File: src/core/gpcd_params.svh
// Register offsets, field positions, reset values for the port change block
`ifndef GPCD_PARAMS_SVH
`define GPCD_PARAMS_SVH
`define GPCD_OFF_P2_PINS   12'h000
`define GPCD_OFF_P2_LAT    12'h004
`define GPCD_OFF_P2_DIR    12'h008
`define GPCD_OFF_INTCTL    12'h00c
`define GPCD_OFF_INTCTL2   12'h010
`define GPCD_OFF_P3_PINS   12'h014
`define GPCD_OFF_P3_LAT    12'h018
`define GPCD_OFF_P3_DIR    12'h01c
`define GPCD_OFF_ANSEL     12'h020
`define GPCD_OFF_WAKE      12'h024
`define GPCD_BIT_PUEN_N    7
`define GPCD_BIT_CHG_FLAG  0
`define GPCD_BIT_P4_PU     7
`define GPCD_BIT_P3_PU     6
`define GPCD_RST_DIR8      8'hff
`define GPCD_RST_DIR3      3'h7
`define GPCD_RST_ANSEL     8'hff
`define GPCD_RST_PUEN_N    1'b1
`define GPCD_CLR_HOLD      2'h1
`endif

File: src/core/gpcd_pkg.sv
// Types for the port change block
`default_nettype none
package gpcd_pkg;
   typedef enum logic [1:0] {
      GPCD_IDLE,
      GPCD_ACCESS
   } gpcd_bus_e;

   typedef struct packed {
      gpcd_bus_e   bus;
      logic [31:0] prdata;
      logic [7:0]  p2_lat;
      logic [7:0]  p2_dir;
      logic [3:0]  p2_ref;
      logic        puen_n;
      logic        chg_flag;
      logic [1:0]  clr_hold;
      logic [2:0]  p3_lat;
      logic [2:0]  p3_dir;
      logic        p3_pu;
      logic        p4_pu;
      logic [7:0]  ansel;
   } gpcd_state_s;
endpackage : gpcd_pkg
`default_nettype wire

File: src/core/gpcd_port.sv
// Two-port GPIO with change detection on pins 7:4, APB register access
//
// How it works
// - Second port eight independent bidirectional pins
// - Direction one tristates, zero drives latch
// - Latch register readable, returns latched value
// - Active-low bit enables second-port pull-ups
// - Output pins never get pull-up
// - Pull-ups disabled after reset
// - Pins 3:0 analog zero, 7:4 digital
// - Only input pins 7:4 compared
// - Mismatches ORed set change flag bit0
// - Change flag drives wake output
// - Mismatch keeps setting; clear dropped in the cycle after a pin access
// - Analog select disables third-port digital input
// - Output latch drives despite analog select
// - Third-port pins analog after reset
// - Third-port pin and latch registers implement bits 2:0 only
// - Direction bit7 enables fourth-port pull-ups
// - Direction bit6 enables third-port pull-ups
//
// Chosen here: the APB interface to the registers and the address map.
`default_nettype none
`include "gpcd_params.svh"

module gpcd_port
   import gpcd_pkg::*;
(
   input  wire logic        pclk,
   input  wire logic        presetn,
   input  wire logic        psel,
   input  wire logic        penable,
   input  wire logic        pwrite,
   input  wire logic [11:0] paddr,
   input  wire logic [31:0] pwdata,
   output logic             pready,
   output logic [31:0]      prdata,
   output logic             pslverr,
   input  wire logic [7:0]  p2_pad_in,
   output logic [7:0]       p2_pad_out,
   output logic [7:0]       p2_pad_oe_n,
   output logic [7:0]       p2_pullup_on,
   input  wire logic [2:0]  p3_pad_in,
   output logic [2:0]       p3_pad_out,
   output logic [2:0]       p3_pad_oe_n,
   output logic [2:0]       p3_pullup_on,
   output logic             p4_pullup_enable,
   output logic [7:0]       analog_select,
   output logic             wake_req
);

   gpcd_state_s st_r;
   gpcd_state_s st_nxt;

   logic [7:0]  p2_digital;
   logic [7:0]  p2_read;
   logic [7:0]  p2_watch;
   logic [7:0]  p2_ref_pin;
   logic [7:0]  p2_miss;
   logic [2:0]  p3_read;
   logic        setup;
   logic        wr_acc;
   logic        rd_acc;
   logic        mapped;
   logic        pin_acc;
   logic        flag_wr;
   logic        clr_req;
   logic        set_req;
   logic        clr_ok;
   logic [31:0] rd_word;

   // ************************************************************
   // Pin logic
   // ************************************************************
   // Pins 3:0 read zero while analog
   assign p2_digital = {4'hf, ~st_r.ansel[3:0]};
   // Only input pins 7:4 join the compare
   assign p2_watch   = {st_r.p2_dir[7:4], 4'h0};
   assign p2_ref_pin = {st_r.p2_ref, 4'h0};
   assign p4_pullup_enable = st_r.p4_pu;
   assign analog_select    = st_r.ansel;
   assign wake_req         = st_r.chg_flag;

   // ************************************************************
   // Pad cells
   // ************************************************************
   // Second port: full pad with change compare
   for (genvar i = 0; i < 8; i++) begin : g_p2_pad
      gpcd_pad_cell u_pad (
         .pad_in    (p2_pad_in[i]),
         .lat       (st_r.p2_lat[i]),
         .dir       (st_r.p2_dir[i]),
         .pu_req    (~st_r.puen_n),
         .analog    (~p2_digital[i]),
         .ref_val   (p2_ref_pin[i]),
         .watch     (p2_watch[i]),
         .pad_out   (p2_pad_out[i]),
         .pad_oe_n  (p2_pad_oe_n[i]),
         .pullup_on (p2_pullup_on[i]),
         .din       (p2_read[i]),
         .miss      (p2_miss[i])
      );
   end

   // Third port has no change compare
   for (genvar i = 0; i < 3; i++) begin : g_p3_pad
      gpcd_pad_cell u_pad (
         .pad_in    (p3_pad_in[i]),
         .lat       (st_r.p3_lat[i]),
         .dir       (st_r.p3_dir[i]),
         .pu_req    (st_r.p3_pu),
         .analog    (st_r.ansel[i+5]),
         .ref_val   (1'b0),
         .watch     (1'b0),
         .pad_out   (p3_pad_out[i]),
         .pad_oe_n  (p3_pad_oe_n[i]),
         .pullup_on (p3_pullup_on[i]),
         .din       (p3_read[i]),
         .miss      ()
      );
   end

   // ************************************************************
   // Change detection
   // ************************************************************
   // Pin register access, read or write
   assign pin_acc = (rd_acc || wr_acc) && (paddr == `GPCD_OFF_P2_PINS);
   assign flag_wr = wr_acc && (paddr == `GPCD_OFF_INTCTL);
   assign clr_req = flag_wr && !pwdata[`GPCD_BIT_CHG_FLAG];
   assign set_req = flag_wr && pwdata[`GPCD_BIT_CHG_FLAG];
   // A clear just after a pin access is dropped
   assign clr_ok  = clr_req && (st_r.clr_hold == 2'h0);

   // ************************************************************
   // APB decode
   // ************************************************************
   // Setup decoded, access answers next cycle
   assign setup   = psel && !penable;
   // One access cycle, no wait states
   assign pready  = (st_r.bus == GPCD_ACCESS);
   assign wr_acc  = psel && penable && pready && pwrite;
   assign rd_acc  = psel && penable && pready && !pwrite;
   assign prdata  = st_r.prdata;

   // Mapped register offsets
   always_comb begin
      case (paddr)
         `GPCD_OFF_P2_PINS,
         `GPCD_OFF_P2_LAT,
         `GPCD_OFF_P2_DIR,
         `GPCD_OFF_INTCTL,
         `GPCD_OFF_INTCTL2,
         `GPCD_OFF_P3_PINS,
         `GPCD_OFF_P3_LAT,
         `GPCD_OFF_P3_DIR,
         `GPCD_OFF_ANSEL,
         `GPCD_OFF_WAKE: mapped = 1'b1;
         default: mapped = 1'b0;
      endcase
   end

   // Error only in the access cycle of an unmapped address
   assign pslverr = pready && psel && penable && !mapped;

   // ************************************************************
   // Read data mux
   // ************************************************************
   // Decoded in setup so data stands in the access cycle
   always_comb begin
      rd_word = 32'h0000_0000;
      case (paddr)
         `GPCD_OFF_P2_PINS: begin
            rd_word[7:0] = p2_read;
         end
         `GPCD_OFF_P2_LAT: begin
            rd_word[7:0] = st_r.p2_lat;
         end
         `GPCD_OFF_P2_DIR: begin
            rd_word[7:0] = st_r.p2_dir;
         end
         `GPCD_OFF_INTCTL: begin
            rd_word[`GPCD_BIT_CHG_FLAG] = st_r.chg_flag;
         end
         `GPCD_OFF_INTCTL2: begin
            rd_word[`GPCD_BIT_PUEN_N] = st_r.puen_n;
         end
         `GPCD_OFF_P3_PINS: begin
            rd_word[2:0] = p3_read;
         end
         `GPCD_OFF_P3_LAT: begin
            rd_word[2:0] = st_r.p3_lat;
         end
         `GPCD_OFF_P3_DIR: begin
            // Pull-up enables sit above the direction bits
            rd_word[7:0] = {st_r.p4_pu, st_r.p3_pu, 3'h0, st_r.p3_dir};
         end
         `GPCD_OFF_ANSEL: begin
            rd_word[7:0] = st_r.ansel;
         end
         `GPCD_OFF_WAKE: begin
            rd_word[0] = st_r.chg_flag;
         end
         default: begin
            rd_word = 32'h0000_0000;
         end
      endcase
   end

   // ************************************************************
   // Next state
   // ************************************************************
   always_comb begin
      st_nxt = st_r;

      case (st_r.bus)
         GPCD_IDLE: begin
            if (setup) begin
               st_nxt.bus    = GPCD_ACCESS;
               st_nxt.prdata = rd_word;
            end
         end
         GPCD_ACCESS: begin
            st_nxt.bus = GPCD_IDLE;
         end
         default: begin
            st_nxt.bus = GPCD_IDLE;
         end
      endcase

      // Clear guard counts down one cycle
      if (st_r.clr_hold != 2'h0) begin
         st_nxt.clr_hold = st_r.clr_hold - 2'h1;
      end

      // Any access to the pin register refreshes the reference
      if (pin_acc) begin
         st_nxt.p2_ref   = p2_read[7:4];
         st_nxt.clr_hold = `GPCD_CLR_HOLD;
      end

      // Writes land at the completion edge
      if (wr_acc) begin
         case (paddr)
            `GPCD_OFF_P2_PINS: begin
               st_nxt.p2_lat = pwdata[7:0];
            end
            `GPCD_OFF_P2_LAT: begin
               st_nxt.p2_lat = pwdata[7:0];
            end
            `GPCD_OFF_P2_DIR: begin
               st_nxt.p2_dir = pwdata[7:0];
            end
            `GPCD_OFF_INTCTL2: begin
               st_nxt.puen_n = pwdata[`GPCD_BIT_PUEN_N];
            end
            `GPCD_OFF_P3_PINS: begin
               st_nxt.p3_lat = pwdata[2:0];
            end
            `GPCD_OFF_P3_LAT: begin
               st_nxt.p3_lat = pwdata[2:0];
            end
            `GPCD_OFF_P3_DIR: begin
               st_nxt.p3_dir = pwdata[2:0];
               st_nxt.p3_pu  = pwdata[`GPCD_BIT_P3_PU];
               st_nxt.p4_pu  = pwdata[`GPCD_BIT_P4_PU];
            end
            `GPCD_OFF_ANSEL: begin
               st_nxt.ansel = pwdata[7:0];
            end
            default: begin
               // Unmapped and flag writes change no field here
            end
         endcase
      end

      if (clr_ok) begin
         st_nxt.chg_flag = 1'b0;
      end

      // Set wins over a simultaneous clear
      if (set_req || (|p2_miss)) begin
         st_nxt.chg_flag = 1'b1;
      end
   end

   // ************************************************************
   // State register
   // ************************************************************
   always_ff @(posedge pclk or negedge presetn) begin
      if (!presetn) begin
         st_r.bus      <= GPCD_IDLE;
         st_r.prdata   <= 32'h0000_0000;
         st_r.p2_lat   <= 8'h00;
         st_r.p2_dir   <= `GPCD_RST_DIR8;
         st_r.p2_ref   <= 4'h0;
         st_r.puen_n   <= `GPCD_RST_PUEN_N;
         st_r.chg_flag <= 1'b0;
         st_r.clr_hold <= 2'h0;
         st_r.p3_lat   <= 3'h0;
         st_r.p3_dir   <= `GPCD_RST_DIR3;
         st_r.p3_pu    <= 1'b0;
         st_r.p4_pu    <= 1'b0;
         st_r.ansel    <= `GPCD_RST_ANSEL;
      end else begin
         st_r <= st_nxt;
      end
   end

endmodule : gpcd_port

// ************************************************************
// One pad: driver, pull-up gate, input gate, change compare
// ************************************************************
module gpcd_pad_cell
   import gpcd_pkg::*;
(
   input  wire logic pad_in,
   input  wire logic lat,
   input  wire logic dir,
   input  wire logic pu_req,
   input  wire logic analog,
   input  wire logic ref_val,
   input  wire logic watch,
   output logic      pad_out,
   output logic      pad_oe_n,
   output logic      pullup_on,
   output logic      din,
   output logic      miss
);

   assign pad_out   = lat;
   assign pad_oe_n  = dir;
   // Output pins never see the pull-up
   assign pullup_on = pu_req & dir;
   // Analog pins read as zero
   assign din       = pad_in & ~analog;
   // Only watched input pins compare against the reference
   assign miss      = watch & (din ^ ref_val);

endmodule : gpcd_pad_cell
`default_nettype wire

File: config.mk
export PLATFORM = sky130hd
export DESIGN_NAME = gpcd_port
export DESIGN_NICKNAME = d
export VERILOG_FILES = /design/src/core/gpcd_pkg.sv /design/src/core/gpcd_port.sv
export VERILOG_INCLUDE_DIRS = /design/src /design/src/core
export SDC_FILE = /design/constraint.sdc
export NUM_CORES = 1
export LEC_CHECK = 0
export ABC_AREA = 1
export BUFFER_PORTS_ARGS = -buffer_cell sky130_fd_sc_hd__buf_4
export CORE_ASPECT_RATIO = 1.2
export CORE_MARGIN = 5
export CORE_UTILIZATION = 53
export DETAILED_ROUTE_END_ITERATION = 6
export GPL_TIMING_DRIVEN = 0
export MAX_ROUTING_LAYER = met4
export PLACE_DENSITY = 0.95
export SETUP_SLACK_MARGIN = 0.02
export SLEW_MARGIN = 20
export SYNTH_ARGS = -nofsm -noshare
export SYNTH_HDL_FRONTEND = slang
export SYNTH_SLANG_ARGS = --single-unit
File: constraint.sdc
create_clock -name pclk -period 1.8 [get_ports pclk]
set_input_delay 0.18 -clock pclk [delete_from_list [all_inputs] [get_ports pclk]]
set_output_delay 0.18 -clock pclk [all_outputs]
set_load 0.005 [all_outputs]
# Yosys cells after proc, flatten, opt, wreduce, memory -nomap -nowiden
# Cells that the tools add are included.
# word_totals
elab_cells,104
regBits,50
input_bits,60
# classes
addsub,1
muxes,11
reduce_logical,37
bitwise,31
n_eq_ne,11
# op_table
op,n
$eq 12x5->1 const B,4
$mux 34,1
$eq 12x4->1 const B,2
$eq 12x6->1 const B,2
$and 1x1->1,22
$pmux 4 s5,1
$pmux 2 s7,1
$reduce_and 2->1,7
$logic_and 1x1->1,13
$eq 12x3->1 const B,1
$logic_not 12->1,1
$reduce_or 10->1,1
$pmux 1 s8,1
$mux 2,3
$pmux 1 s6,1
$reduce_bool 2->1,3
$reduce_or 2->1,3
$logic_not 1->1,4
$logic_not 2->1,2
$not 1->1,4
$not 4->4,1
$reduce_or 4->1,1
$xor 1x1->1,4
$mux 1,3
4 further kinds,5

# Depth between registers and ports, before layout
# Gate-level depths: netlist of run 1.
# depth
depth_word,8
mapped_depth,12

# Modules after synthesis
# A second synthesis of run 1 with hierarchy kept.
# unflattened
cells_unflattened,502
area_unflattened_um2,3637.2
# modules_own_cells
module,instances,seq_area_each_um2,cells_per_inst,area_per_inst_um2
gpcd_port,1,1251.2,381,3017.9
gpcd_pad_cell,11,0.0,11,56.3

# Worst setup path after synthesis of run 1
# Ideal clock, no wire load.
# synth_path
kind,register to register
start,register st_r[72] in the netlist's numbering
end,register st_r (netlist bit wake_req)
t_arrival_ns,1.063
t_required_ns,1.668
setup_slack_ns,0.605
synth_period_minus_slack_ns,1.195
setup_ns,0.132
stages_incl_launch_ff,6
cell_sequence,dfrtp_1 nand3_1 nor2_8 nand3_2 o31ai_2 nand3_1
# synth_between
elab_chain_cells,7
word_cells_on_any_way,10
# synth_lines
element,line,source
"start, declared",gpcd_port.sv:52,gpcd_state_s st_r;
"start signal, assigned",gpcd_port.sv:305,st_r <= st_nxt;
$eq 2x1->1 (*),gpcd_port.sv:140,assign pready = (st_r.bus == GPCD_ACCESS);
$logic_and 1x1->1 (*) (2 in series),gpcd_port.sv:141,assign wr_acc = psel && penable && pready && pwrite;
$logic_and 1x1->1 (*),gpcd_port.sv:128,assign flag_wr = wr_acc && (paddr == `GPCD_OFF_INTCTL);
$logic_and 1x1->1 (on tied branches),"gpcd_port.sv:130, gpcd_port.sv:129",
$logic_or 1x1->1 or $logic_and 1x1->1 (tied branches),"gpcd_port.sv:281, gpcd_port.sv:132",
$mux 1 or $reduce_bool 2->1 (tied branches),-,
# Mark *: on every way between the ends. The rest lies on a longest branch, timed or not.
# A chain may end at the register's enable or synchronous reset.

# Worst setup path in the final report of run 1
# layout_path
start,register st_r[72] in the netlist's numbering
end,output pslverr
# layout_between
elab_chain_cells,4
# layout_lines
element,line,source
$eq 2x1->1,gpcd_port.sv:140,
$logic_and 1x1->1 (3 in series),gpcd_port.sv:163,assign pslverr = pready && psel && penable && !mapped;
"end, declared",gpcd_port.sv:38,"output logic pslverr,"
# Every way passes these cells.

==> tab_implementation.tex, run 1 <==
\begin{tabular}{lr}
\hline
Metric & Value \\
\hline
\multicolumn{2}{l}{\textbf{Status}} \\
\quad Run status & completed \\
\multicolumn{2}{l}{\textbf{Die}} \\
\quad Cell row count & 32 \\
\quad Core outline area & 0.00641 mm2 \\
\quad Height of the chip & 98.9 um \\
\quad Ports placed on the boundary & 137 \\
\quad Die area & 0.00832 mm2 \\
\quad Starting density of the core & 54.5\% \\
\quad Die W & 84.1 um \\
\multicolumn{2}{l}{\textbf{Yosys}} \\
\quad Dominant combinational cell family by area after synthesis & simple AND/OR/NAND/NOR gates \\
\quad Main synth FF type & sky130\_fd\_sc\_hd\_\_dfrtp\_1 \\
\quad Count of flip-flops with a built-in enable after synthesis & 0 \\
\quad Top cells by area in the synthesized netlist & sky130\_fd\_sc\_hd\_\_dfrtp\_1 21\%, sky130\_fd\_sc\_hd\_\_buf\_4 16\%, sky130\_fd\_sc\_hd\_\_dfstp\_2 15\%, sky130\_fd\_sc\_hd\_\_nand2\_1 9.5\%, sky130\_fd\_sc\_hd\_\_inv\_1 5.4\% \\
\quad Async set-or-reset flop fraction in the synthesized netlist & 100\% \\
\quad Share of synthesized area occupied by flip-flops and latches & 35.8\% \\
\quad Simple-gate share of the synthesized area & 28.3\% \\
\quad Count of synthesis-stage warnings from yosys & 0 \\
\quad XOR/XNOR share of the synthesized area & 0.251\% \\
\quad Mean cell area of the mapped netlist & 7.86 um2 \\
\quad Top-area cell type share of the netlist area & 20.8\% \\
\quad Mux cell area share after synthesis & 0\% \\
\quad Commonest cells post-synth & 88 x sky130\_fd\_sc\_hd\_\_nand2\_1, 75 x sky130\_fd\_sc\_hd\_\_buf\_4, 50 x sky130\_fd\_sc\_hd\_\_inv\_1, 36 x sky130\_fd\_sc\_hd\_\_nor2\_1, 29 x sky130\_fd\_sc\_hd\_\_dfrtp\_1 \\
\quad Library cell with the largest summed area after synthesis & sky130\_fd\_sc\_hd\_\_dfrtp\_1 \\
\quad Number of cells produced by synthesis & 444 \\
\quad Total of flip-flops plus latches after synthesis & 49 \\
\quad Fraction of the mapped netlist area in compound gates & 11.1\% \\
\quad Post-Syn Area & 0.00349 mm2 \\
\quad Distinct cells, synth & 36 \\
\quad Count leader, synth & sky130\_fd\_sc\_hd\_\_nand2\_1 \\
\quad Fraction of the mapped netlist area in adder cells & 0.358\% \\
\multicolumn{2}{l}{\textbf{Worst setup path}} \\
\quad CP Capture Type & output pin \\
\quad Reg2Reg Launch Point & st\_r[72]\$\_DFFE\_PN0P\_ \\
\quad Cell class contributing the biggest share of worst-path delay & simple AND/OR/NAND/NOR gates \\
\quad Slowest stage cell on the critical path & sky130\_fd\_sc\_hd\_\_dfrtp\_1 \\
\quad Biggest fanout along the worst timing path & 3 \\
\quad WP data required & 1.62 ns \\
\quad Count of cells along the worst register-to-register path & 5 \\
\quad Largest stage delay on the critical path & 0.37 ns \\
\quad Category of the worst setup path launch point & register \\
\quad Cells along the critical path & nand3\_1, inv\_1, o2111ai\_1, nor2\_1, buf\_4 \\
\quad Worst reg2reg setup slack & 0.27 ns \\
\quad Worst path bufs/invs & 2 \\
\quad Category of the critical setup timing path & reg -> out \\
\quad Data arrival, critical path & 1.52 ns \\
\quad Worst flop-to-flop path endpoint & prdata[6]\$\_DFFE\_PN0P\_ \\
\multicolumn{2}{l}{\textbf{Global routing}} \\
\quad GRT Residual Overflow & 0 \\
\quad Largest net degree at the start of global routing & 50 \\
\quad Overall track demand over capacity in global routing & 22.8\% \\
\quad Via count of the first global-routing pass & 3049 \\
\quad Initial antenna violation count & 0 \\
\quad Global-route wire length before repair & 15.0 mm \\
\multicolumn{2}{l}{\textbf{STA}} \\
\quad Share of the cycle needed by the critical path after routing & 94.6\% \\
\quad Clock skew & 0.00336 ns \\
\quad Setup repair after global routing missed its margin & false \\
\quad Post-layout worst setup margin & 0.0974 ns \\
\quad Final Setup Violations & 0 \\
\quad Number of max-slew violations in the final report & 0 \\
\quad Worst slew margin relative to its limit & 59.1\% \\
\quad Setup TNS after final layout & 0 ns \\
\quad Number of failing hold endpoints at the final stage & 0 \\
\quad Timing-limited maximum frequency & 587 MHz \\
\quad Actual slew at the worst max-slew pin & 0.613 ns \\
\quad Minimum clock period after layout & 1.70 ns \\
\multicolumn{2}{l}{\textbf{Power and ir drop}} \\
\quad Total Power & 2240 uW \\
\quad Power density over cell area & 503 mW/mm2 \\
\quad Leakage power total & 0.00249 uW \\
\quad VDD IR-drop max & 0.311 mV \\
\multicolumn{2}{l}{\textbf{Detailed routing}} \\
\quad Number of nets with antenna violations after routing & 0 \\
\quad Via count of the routed design & 3073 \\
\quad Wirelength, routed & 9.18 mm \\
\quad First-pass detailed-route iteration total & 4 \\
\quad DRC errors left & 0 \\
\quad DRT iter0 DRCs & 166 \\
\quad Per-cell via count in the routed design & 4.74 \\
\quad WL/cell & 14.2 um \\
\multicolumn{2}{l}{\textbf{Placement}} \\
\quad I/O Buffers & 88 \\
\quad Global placer's final weighted congestion & 0.898 \\
\quad Setup WS pre-CTS & 0.272 ns \\
\quad HPWL after DPL & 7.34 mm \\
\quad Area after detailed placement & 0.00434 mm2 \\
\multicolumn{2}{l}{\textbf{Layout}} \\
\quad Total Nets Final & 623 \\
\quad Proportion of layout cells with a drive suffix above 1 & 44.9\% \\
\quad Signed area change from the synthesized netlist to the final layout & 27.4\% \\
\quad Final Cell Area & 0.00445 mm2 \\
\quad Final standard cell utilization of the core & 69.4\% \\
\quad Diodes inserted & 0 \\
\multicolumn{2}{l}{\textbf{Clocking}} \\
\quad Clock transition at the registers of the reported paths & 0.09 ns \\
\quad Number of buffers added by the clock tree synthesis step & 5 \\
\quad Clock Sink Count & 49 \\
\quad CTS tree & built \\
\quad Post-CTS setup buffers & 0 \\
\quad Number of gates resized after CTS & 0 \\
\quad CTS H-Tree Depth & 2 \\
\quad Clock insertion delay at the later pin of the skew report & 0.31 ns \\
\quad Clock tree root driver cell & sky130\_fd\_sc\_hd\_\_clkbuf\_8 \\
\quad Number of buffers on the longest clock path & 2 \\
\multicolumn{2}{l}{\textbf{Min path}} \\
\quad Worst min-delay path class & in -> reg \\
\quad Endpoint with the worst hold slack & wake\_req\$\_DFFE\_PN0P\_ \\
\quad Start point of the worst hold path & pwdata[0] \\
\quad Worst hold stages & 3 \\
\multicolumn{2}{l}{\textbf{Run}} \\
\quad \# Max-Cap Violations & 0 \\
\hline
\end{tabular}
through the flow:
stage,hold slack [ns],cells
after floorplan,-0.116,467
after global placement,0.217,640
after detailed placement,0.226,640
after CTS,0.119,649
after global routing,0.134,648
final,0.125,648
worst max-delay path by stage:
stage | start | endpoint | slack, ns | depth (start not counted)
6_report | st_r[72]$_DFFE_PN0P_ | pslverr | 0.1 | 5
5_1_grt | st_r[72]$_DFFE_PN0P_ | pslverr | 0.07 | 5
4_1_cts | st_r[19]$_DFFE_PN1P_ | p2_pullup_on[0] | 0.06 | 4
3_5_place_dp | paddr[4] | pslverr | 0.27 | 10
3_3_place_gp | paddr[4] | pslverr | 0.26 | 10
2_1_floorplan | st_r[72]$_DFFE_PN0P_ | wake_req$_DFFE_PN0P_ | 0.60 | 5
logic make-up (layout without fill, tap and decap cells):
family | after synthesis | in the layout
compound gates | 62 | 62
xor+xnor | 1 | 1
fa+ha+maj | 1 | 1
simple gates | 190 | 190
other cells | 1 | 24
buf+inv | 140 | 236
flops | 49 | 49
repair_timing:
item                                    4_1_cts  5_1_grt
hold buffers                                  1        0
endpoints found under the setup margin        0        6
hold endpoints to repair                     29        0
tightest hold or removal path: stages:
cell and delay [ns]:
sky130_fd_sc_hd__buf_4 0.10, sky130_fd_sc_hd__o31ai_2 0.06, sky130_fd_sc_hd__nand3_1 0.05
sequential cells by signal, indices dropped and copies added (netlist names):
register          cells
p2_ref_pin            4
p4_pullup_enable      1
prdata                8
analog_select         8
st_r                 23
p2_watch              4
wake_req              1
per-layer routing:
metal / GRT usage, % / part of all wire, %
met1: 26.9 / 41
met2: 40.3 / 53
met3: 3.01 / 4.9
met4: 6.81 / 1.7
met5: - / 0
area by class of cell:
cell class | instances | area [um2]
Inverter | 58 | 220
Multi-Input combinational cell | 278 | 1490
Sequential cell | 49 | 1250
Buffer | 81 | 617
Fill cell | 557 | 1960
Tap cell | 85 | 106
Clock buffer | 6 | 82.6
Clock inverter | 2 | 13.8
Timing Repair Buffer | 89 | 671
report_power, final:
| part | switching, uW | internal [uW] |
|---|---|---|
| combinational | 211 | 174 |
| sequential | 17.6 | 1140 |
| clock | 386 | 312 |
| total | 615 | 1620 |
cell usage in the layout (no fill, tap or decap), drive strengths merged, types with 2 or more instances in the layout:
cell / count
clkbuf: 7
dfrtp: 29
nand2: 104
a21oi: 6
inv: 58
nand3: 24
o21ai: 52
nand4: 7
buf: 168
conb: 24
clkinv: 2
or2: 2
nor2: 46
nor3: 5
dfstp: 20
No activity file was read; power rests on OpenSTA's default activity.
==> run 2, diff against run 1 <==
Settings changed: CTS_CLUSTER_SIZE set to 25, MAX_ROUTING_LAYER met4 to not set.
==> tab_implementation.tex, run 2 (synthesized netlist as in run 1, its figures left out) <==
\begin{tabular}{lr}
\hline
Metric & Value \\
\hline
\multicolumn{2}{l}{\textbf{Status}} \\
\quad Run status & completed \\
\multicolumn{2}{l}{\textbf{Worst setup path}} \\
\quad Reg2Reg Launch Point & st\_r[72]\$\_DFFE\_PN0P\_ \\
\quad Largest stage delay on the critical path & 0.38 ns \\
\quad CP Capture Type & output pin \\
\quad Category of the worst setup path launch point & register \\
\quad Cells along the critical path & nand3\_1, inv\_1, o2111ai\_1, nor2\_1, buf\_4 \\
\quad Data arrival, critical path & 1.48 ns \\
\quad Worst flop-to-flop path endpoint & prdata[6]\$\_DFFE\_PN0P\_ \\
\quad Worst reg2reg setup slack & 0.32 ns \\
\quad Category of the critical setup timing path & reg -> out \\
\quad Biggest fanout along the worst timing path & 3 \\
\quad Count of cells along the worst register-to-register path & 5 \\
\quad Slowest stage cell on the critical path & sky130\_fd\_sc\_hd\_\_dfrtp\_1 \\
\quad WP data required & 1.62 ns \\
\multicolumn{2}{l}{\textbf{Global routing}} \\
\quad Largest net degree at the start of global routing & 50 \\
\quad Overall track demand over capacity in global routing & 22.4\% \\
\quad GRT Residual Overflow & 0 \\
\quad Global-route wire length before repair & 15.2 mm \\
\quad Initial antenna violation count & 0 \\
\quad Via count of the first global-routing pass & 3161 \\
\multicolumn{2}{l}{\textbf{STA}} \\
\quad Share of the cycle needed by the critical path after routing & 92.3\% \\
\quad Clock skew & 0.00750 ns \\
\quad Worst slew margin relative to its limit & 59.5\% \\
\quad Final Setup Violations & 0 \\
\quad Timing-limited maximum frequency & 602 MHz \\
\quad Number of failing hold endpoints at the final stage & 0 \\
\quad Setup repair after global routing missed its margin & false \\
\quad Post-layout worst setup margin & 0.139 ns \\
\quad Number of max-slew violations in the final report & 0 \\
\quad Setup TNS after final layout & 0 ns \\
\quad Actual slew at the worst max-slew pin & 0.607 ns \\
\quad Minimum clock period after layout & 1.66 ns \\
\quad Min Hold Slack & 0.117 ns \\
\multicolumn{2}{l}{\textbf{Die}} \\
\quad Ports placed on the boundary & 137 \\
\quad Die W & 84.1 um \\
\quad Starting density of the core & 54.5\% \\
\quad Height of the chip & 98.9 um \\
\quad Core outline area & 0.00641 mm2 \\
\quad Cell row count & 32 \\
\quad Die area & 0.00832 mm2 \\
\multicolumn{2}{l}{\textbf{Placement}} \\
\quad I/O Buffers & 88 \\
\quad Global placer's final weighted congestion & 0.896 \\
\quad Area after detailed placement & 0.00434 mm2 \\
\quad Setup WS pre-CTS & 0.269 ns \\
\quad HPWL after DPL & 7.39 mm \\
\multicolumn{2}{l}{\textbf{Power and ir drop}} \\
\quad VDD IR-drop max & 0.387 mV \\
\quad Total Power & 2190 uW \\
\quad Power density over cell area & 493 mW/mm2 \\
\quad Leakage power total & 0.00247 uW \\
\multicolumn{2}{l}{\textbf{Detailed routing}} \\
\quad DRT iter0 DRCs & 180 \\
\quad Wirelength, routed & 9.17 mm \\
\quad DRC errors left & 0 \\
\quad Per-cell via count in the routed design & 4.80 \\
\quad Number of nets with antenna violations after routing & 0 \\
\quad WL/cell & 14.1 um \\
\quad Via count of the routed design & 3108 \\
\quad First-pass detailed-route iteration total & 5 \\
\multicolumn{2}{l}{\textbf{Clocking}} \\
\quad Clock transition at the registers of the reported paths & 0.09 ns \\
\quad Clock tree root driver cell & sky130\_fd\_sc\_hd\_\_clkbuf\_8 \\
\quad Clock Sink Count & 49 \\
\quad Number of buffers added by the clock tree synthesis step & 5 \\
\quad Number of buffers on the longest clock path & 2 \\
\quad Post-CTS setup buffers & 0 \\
\quad Clock insertion delay at the later pin of the skew report & 0.31 ns \\
\quad Number of gates resized after CTS & 0 \\
\quad CTS tree & built \\
\quad CTS H-Tree Depth & 2 \\
\multicolumn{2}{l}{\textbf{Layout}} \\
\quad Area occupied by registers & 0.00125 mm2 \\
\quad Proportion of layout cells with a drive suffix above 1 & 44.6\% \\
\quad Number of fill cells in the layout & 528 \\
\quad Largest Register & st\_r \\
\quad Signed area change from the synthesized netlist to the final layout & 27.0\% \\
\quad Area of the multi-input gates & 0.00149 mm2 \\
\quad Max reg flops & 23 \\
\quad Total Nets Final & 623 \\
\quad Most common cell after layout, fill and taps aside & sky130\_fd\_sc\_hd\_\_buf\_4 \\
\quad Diodes inserted & 0 \\
\quad Commonest non-fill, non-tap cells in the layout & 163 x sky130\_fd\_sc\_hd\_\_buf\_4, 88 x sky130\_fd\_sc\_hd\_\_nand2\_1, 50 x sky130\_fd\_sc\_hd\_\_inv\_1 \\
\quad Final Cell Area & 0.00443 mm2 \\
\multicolumn{2}{l}{\textbf{Min path}} \\
\quad Endpoint with the worst hold slack & wake\_req\$\_DFFE\_PN0P\_ \\
\quad Worst hold stages & 3 \\
\quad Worst min-delay path class & in -> reg \\
\quad Start point of the worst hold path & pwdata[0] \\
\multicolumn{2}{l}{\textbf{Run}} \\
\quad \# Max-Cap Violations & 0 \\
\hline
\end{tabular}
[run 2: changes by cell type in the layout (fill, tap and decap cells not counted), sizes merged]
cell,previous run,this run
clkinvlp,0,1
clkinv,2,0
clkbuf,7,8
[run 2: metrics by stage]
stage	std cells	utilization (%)
final	648	69.2
after global routing	648	69.2
after CTS	649	69.3
after detailed placement	640	67.8
after global placement	640	67.8
after floorplan	467	-
[run 2: cell type report]
cell class | instances | share of cell area, %
multi-input cells | 278 | 33.5
flip-flops and latches | 49 | 28.2
repair buffers | 89 | 15.1
plain buffers | 81 | 13.9
inverters | 58 | 4.97
well taps | 85 | 2.40
clock buffers | 7 | 1.72
clock inverters | 1 | 0.169
[run 2: per-layer routing]
metal / track usage [%] / share of wire, % / vias up
met1: 26.8 / 38 / 1434
met2: 40.8 / 53 / 122
met4: 7.05 / 2.2 / 0
met3: 3.51 / 6.0 / 17
met5: 0 / 0 / -
li1: - / - / 1535
[run 2: power breakdown]
part | leakage, uW | switching [uW] | internal (uW)
Sequential | 0.000598 | 16.6 | 1140
Combinational | 0.00184 | 210 | 176
Clock | 0.0000385 | 373 | 276
Total | 0.00247 | 600 | 1590
[run 2: what timing repair did]
action | 4_1_cts | 5_1_grt
hold endpoints to repair | 29 | 0
hold buffers | 1 | 0
setup endpoints to repair | 0 | 2
[run 2: how the worst max path moves through the flow]
stage	startpoint	endpoint	slack, ns	cells after the start
2_1_floorplan	st_r[72]$_DFFE_PN0P_	wake_req$_DFFE_PN0P_	0.60	5
6_report	st_r[72]$_DFFE_PN0P_	pslverr	0.14	5
4_1_cts	st_r[19]$_DFFE_PN1P_	p2_pullup_on[3]	0.06	4
5_1_grt	st_r[72]$_DFFE_PN0P_	pslverr	0.07	5
3_3_place_gp	paddr[4]	pslverr	0.26	11
3_5_place_dp	paddr[4]	pslverr	0.27	10
[run 2: worst max-delay path, delay by kind of cell, from the launching register on]
kind,cells,cell delay [ns]
buf+inv,2,0.32
compound gates,1,0.13
simple gates,2,0.36
flops,1,0.38
==> run 3, diff against run 2 <==
Settings changed: CORE_UTILIZATION 53 to 40, PLACE_DENSITY 0.95 to 0.77.
==> tab_implementation.tex, run 3 (synthesized netlist as in run 1, its figures left out) <==
\begin{tabular}{lr}
\hline
Metric & Value \\
\hline
\multicolumn{2}{l}{\textbf{Status}} \\
\quad Run status & completed \\
\multicolumn{2}{l}{\textbf{Layout}} \\
\quad Diodes inserted & 0 \\
\quad Signed area change from the synthesized netlist to the final layout & 28.8\% \\
\quad Number of fill cells in the layout & 809 \\
\quad Total Nets Final & 623 \\
\quad Most common cell after layout, fill and taps aside & sky130\_fd\_sc\_hd\_\_buf\_4 \\
\quad Proportion of layout cells with a drive suffix above 1 & 44.8\% \\
\quad Final Cell Area & 0.00450 mm2 \\
\quad Largest Register & st\_r \\
\quad Commonest non-fill, non-tap cells in the layout & 163 x sky130\_fd\_sc\_hd\_\_buf\_4, 88 x sky130\_fd\_sc\_hd\_\_nand2\_1, 50 x sky130\_fd\_sc\_hd\_\_inv\_1 \\
\quad Max reg flops & 23 \\
\multicolumn{2}{l}{\textbf{Detailed routing}} \\
\quad Number of nets with antenna violations after routing & 0 \\
\quad WL/cell & 13.3 um \\
\quad DRT iter0 DRCs & 182 \\
\quad First-pass detailed-route iteration total & 5 \\
\quad Wirelength, routed & 9.01 mm \\
\quad DRC errors left & 0 \\
\quad Per-cell via count in the routed design & 4.54 \\
\quad Via count of the routed design & 3084 \\
\multicolumn{2}{l}{\textbf{Global routing}} \\
\quad Initial antenna violation count & 0 \\
\quad Largest net degree at the start of global routing & 50 \\
\quad Via count of the first global-routing pass & 3074 \\
\quad GRT Residual Overflow & 0 \\
\quad Global-route wire length before repair & 14.6 mm \\
\quad Overall track demand over capacity in global routing & 17.2\% \\
\multicolumn{2}{l}{\textbf{Worst setup path}} \\
\quad Biggest fanout along the worst timing path & 3 \\
\quad Cells along the critical path & nand3\_1, inv\_1, o2111ai\_1, nor2\_1, buf\_4 \\
\quad Slowest stage cell on the critical path & sky130\_fd\_sc\_hd\_\_dfrtp\_1 \\
\quad Largest stage delay on the critical path & 0.37 ns \\
\quad Category of the worst setup path launch point & register \\
\quad CP Capture Type & output pin \\
\quad Category of the critical setup timing path & reg -> out \\
\quad Data arrival, critical path & 1.44 ns \\
\quad WP data required & 1.62 ns \\
\multicolumn{2}{l}{\textbf{STA}} \\
\quad Number of max-slew violations in the final report & 0 \\
\quad Share of the cycle needed by the critical path after routing & 90.2\% \\
\quad Clock skew & 0.00365 ns \\
\quad Setup TNS after final layout & 0 ns \\
\quad Timing-limited maximum frequency & 616 MHz \\
\quad Worst slew margin relative to its limit & 60.0\% \\
\quad Minimum clock period after layout & 1.62 ns \\
\quad Setup repair after global routing missed its margin & false \\
\quad Final Setup Violations & 0 \\
\quad Actual slew at the worst max-slew pin & 0.599 ns \\
\quad Number of failing hold endpoints at the final stage & 0 \\
\multicolumn{2}{l}{\textbf{Power and ir drop}} \\
\quad Logic gate share of total power & 16.9\% \\
\quad Power density over cell area & 506 mW/mm2 \\
\quad Internal power consumption & 1670 uW \\
\quad Sequential cell fraction of total power & 50.7\% \\
\quad Power share of the clock group & 32.4\% \\
\quad VDD IR-drop max & 0.315 mV \\
\quad Power spent charging and discharging nets & 601 uW \\
\quad Leakage power total & 0.00249 uW \\
\quad Share of total power consumed by net switching & 26.4\% \\
\multicolumn{2}{l}{\textbf{Placement}} \\
\quad Global placer's final weighted congestion & 0.906 \\
\quad Area after detailed placement & 0.00438 mm2 \\
\quad HPWL after DPL & 7.29 mm \\
\quad I/O Buffers & 88 \\
\multicolumn{2}{l}{\textbf{Clocking}} \\
\quad CTS tree & built \\
\quad Post-CTS setup buffers & 0 \\
\quad Number of buffers added by the clock tree synthesis step & 5 \\
\quad Clock tree root driver cell & sky130\_fd\_sc\_hd\_\_clkbuf\_8 \\
\quad Clock insertion delay at the later pin of the skew report & 0.30 ns \\
\quad Clock Sink Count & 49 \\
\quad CTS H-Tree Depth & 2 \\
\quad Clock transition at the registers of the reported paths & 0.09 ns \\
\quad Number of buffers on the longest clock path & 2 \\
\multicolumn{2}{l}{\textbf{Die}} \\
\quad Ports placed on the boundary & 137 \\
\quad Die area & 0.0107 mm2 \\
\quad Height of the chip & 112 um \\
\quad Starting density of the core & 40.8\% \\
\quad Cell row count & 37 \\
\quad Die W & 95.3 um \\
\quad Core outline area & 0.00856 mm2 \\
\multicolumn{2}{l}{\textbf{Run}} \\
\quad \# Max-Cap Violations & 0 \\
\multicolumn{2}{l}{\textbf{Min path}} \\
\quad Worst min-delay path class & in -> reg \\
\hline
\end{tabular}
run 3: area by class of cell:
| type | count | area [um2] | share of cell area (%) |
|---|---|---|---|
| buffer | 81 | 617 | 13.7 |
| clock buffer | 7 | 97.6 | 2.17 |
| clock inverter | 1 | 8.76 | 0.195 |
| inverter | 58 | 220 | 4.90 |
| multi-input combinational | 278 | 1490 | 33.0 |
| sequential | 49 | 1250 | 27.8 |
| tap | 117 | 146 | 3.26 |
| timing repair buffer | 89 | 671 | 14.9 |
run 3: worst paths after layout:
kind	start	to	slack, ns	depth (start not counted)
setup / recovery	st_r[72]$_DFFE_PN0P_	pslverr	0.18	5
hold / removal	pwdata[7]	st_r[19]$_DFFE_PN1P_	0.13	3
setup reg to reg	st_r[72]$_DFFE_PN0P_	prdata[6]$_DFFE_PN0P_	0.37	5
hold reg to reg	p2_watch[5]$_DFFE_PN1P_	p2_watch[5]$_DFFE_PN1P_	0.48	2
max in group asynchronous	presetn	st_r[15]$_DFFE_PN0P_	0.97	2
min in group asynchronous	presetn	p2_ref_pin[5]$_DFFE_PN0P_	0.42	2
run 3: worst max-delay path, delay by kind of cell (launching register included):
family / cells / cell delay (ns)
compound gates: 1 / 0.12
buf+inv: 2 / 0.32
flops: 1 / 0.37
simple gates: 2 / 0.34
run 3: per-layer routing:
| metal | track usage (%) | share of wire (%) | up-vias |
|---|---|---|---|
| li1 | - | - | 1535 |
| met1 | 20.4 | 39 | 1420 |
| met2 | 30.7 | 52 | 113 |
| met3 | 2.41 | 5.7 | 16 |
| met4 | 6.83 | 2.7 | 0 |
| met5 | 0 | 0 | - |
run 3: stage by stage:
step	cells	hold WS [ns]	utilization (%)	worst slack, ns	power (uW)
3_5_place_dp	672	0.227	51.2	0.258	1560
6_report	680	0.133	52.5	0.176	2270
2_1_floorplan	467	-0.116	-	0.605	1410
3_3_place_gp	672	0.220	51.2	0.280	1540
5_1_grt	680	0.139	52.5	0.0517	2400
4_1_cts	680	0.132	52.5	0.146	2280
run 3: what timing repair did:
item                                    4_1_cts  5_1_grt
endpoints found under the setup margin        2        0
gates resized for setup                       0        0
hold endpoints to repair                     29        0
hold buffers                                  1        0
run 3: power groups by stage:
stage          sequential [uW]  clock (uW)  combinational [uW]
3_5_place_dp              1170           0                 382
2_1_floorplan             1170           0                 237
3_3_place_gp              1170           0                 370
6_report                  1150         737                 383
5_1_grt                   1160         798                 440
4_1_cts                   1150         743                 386
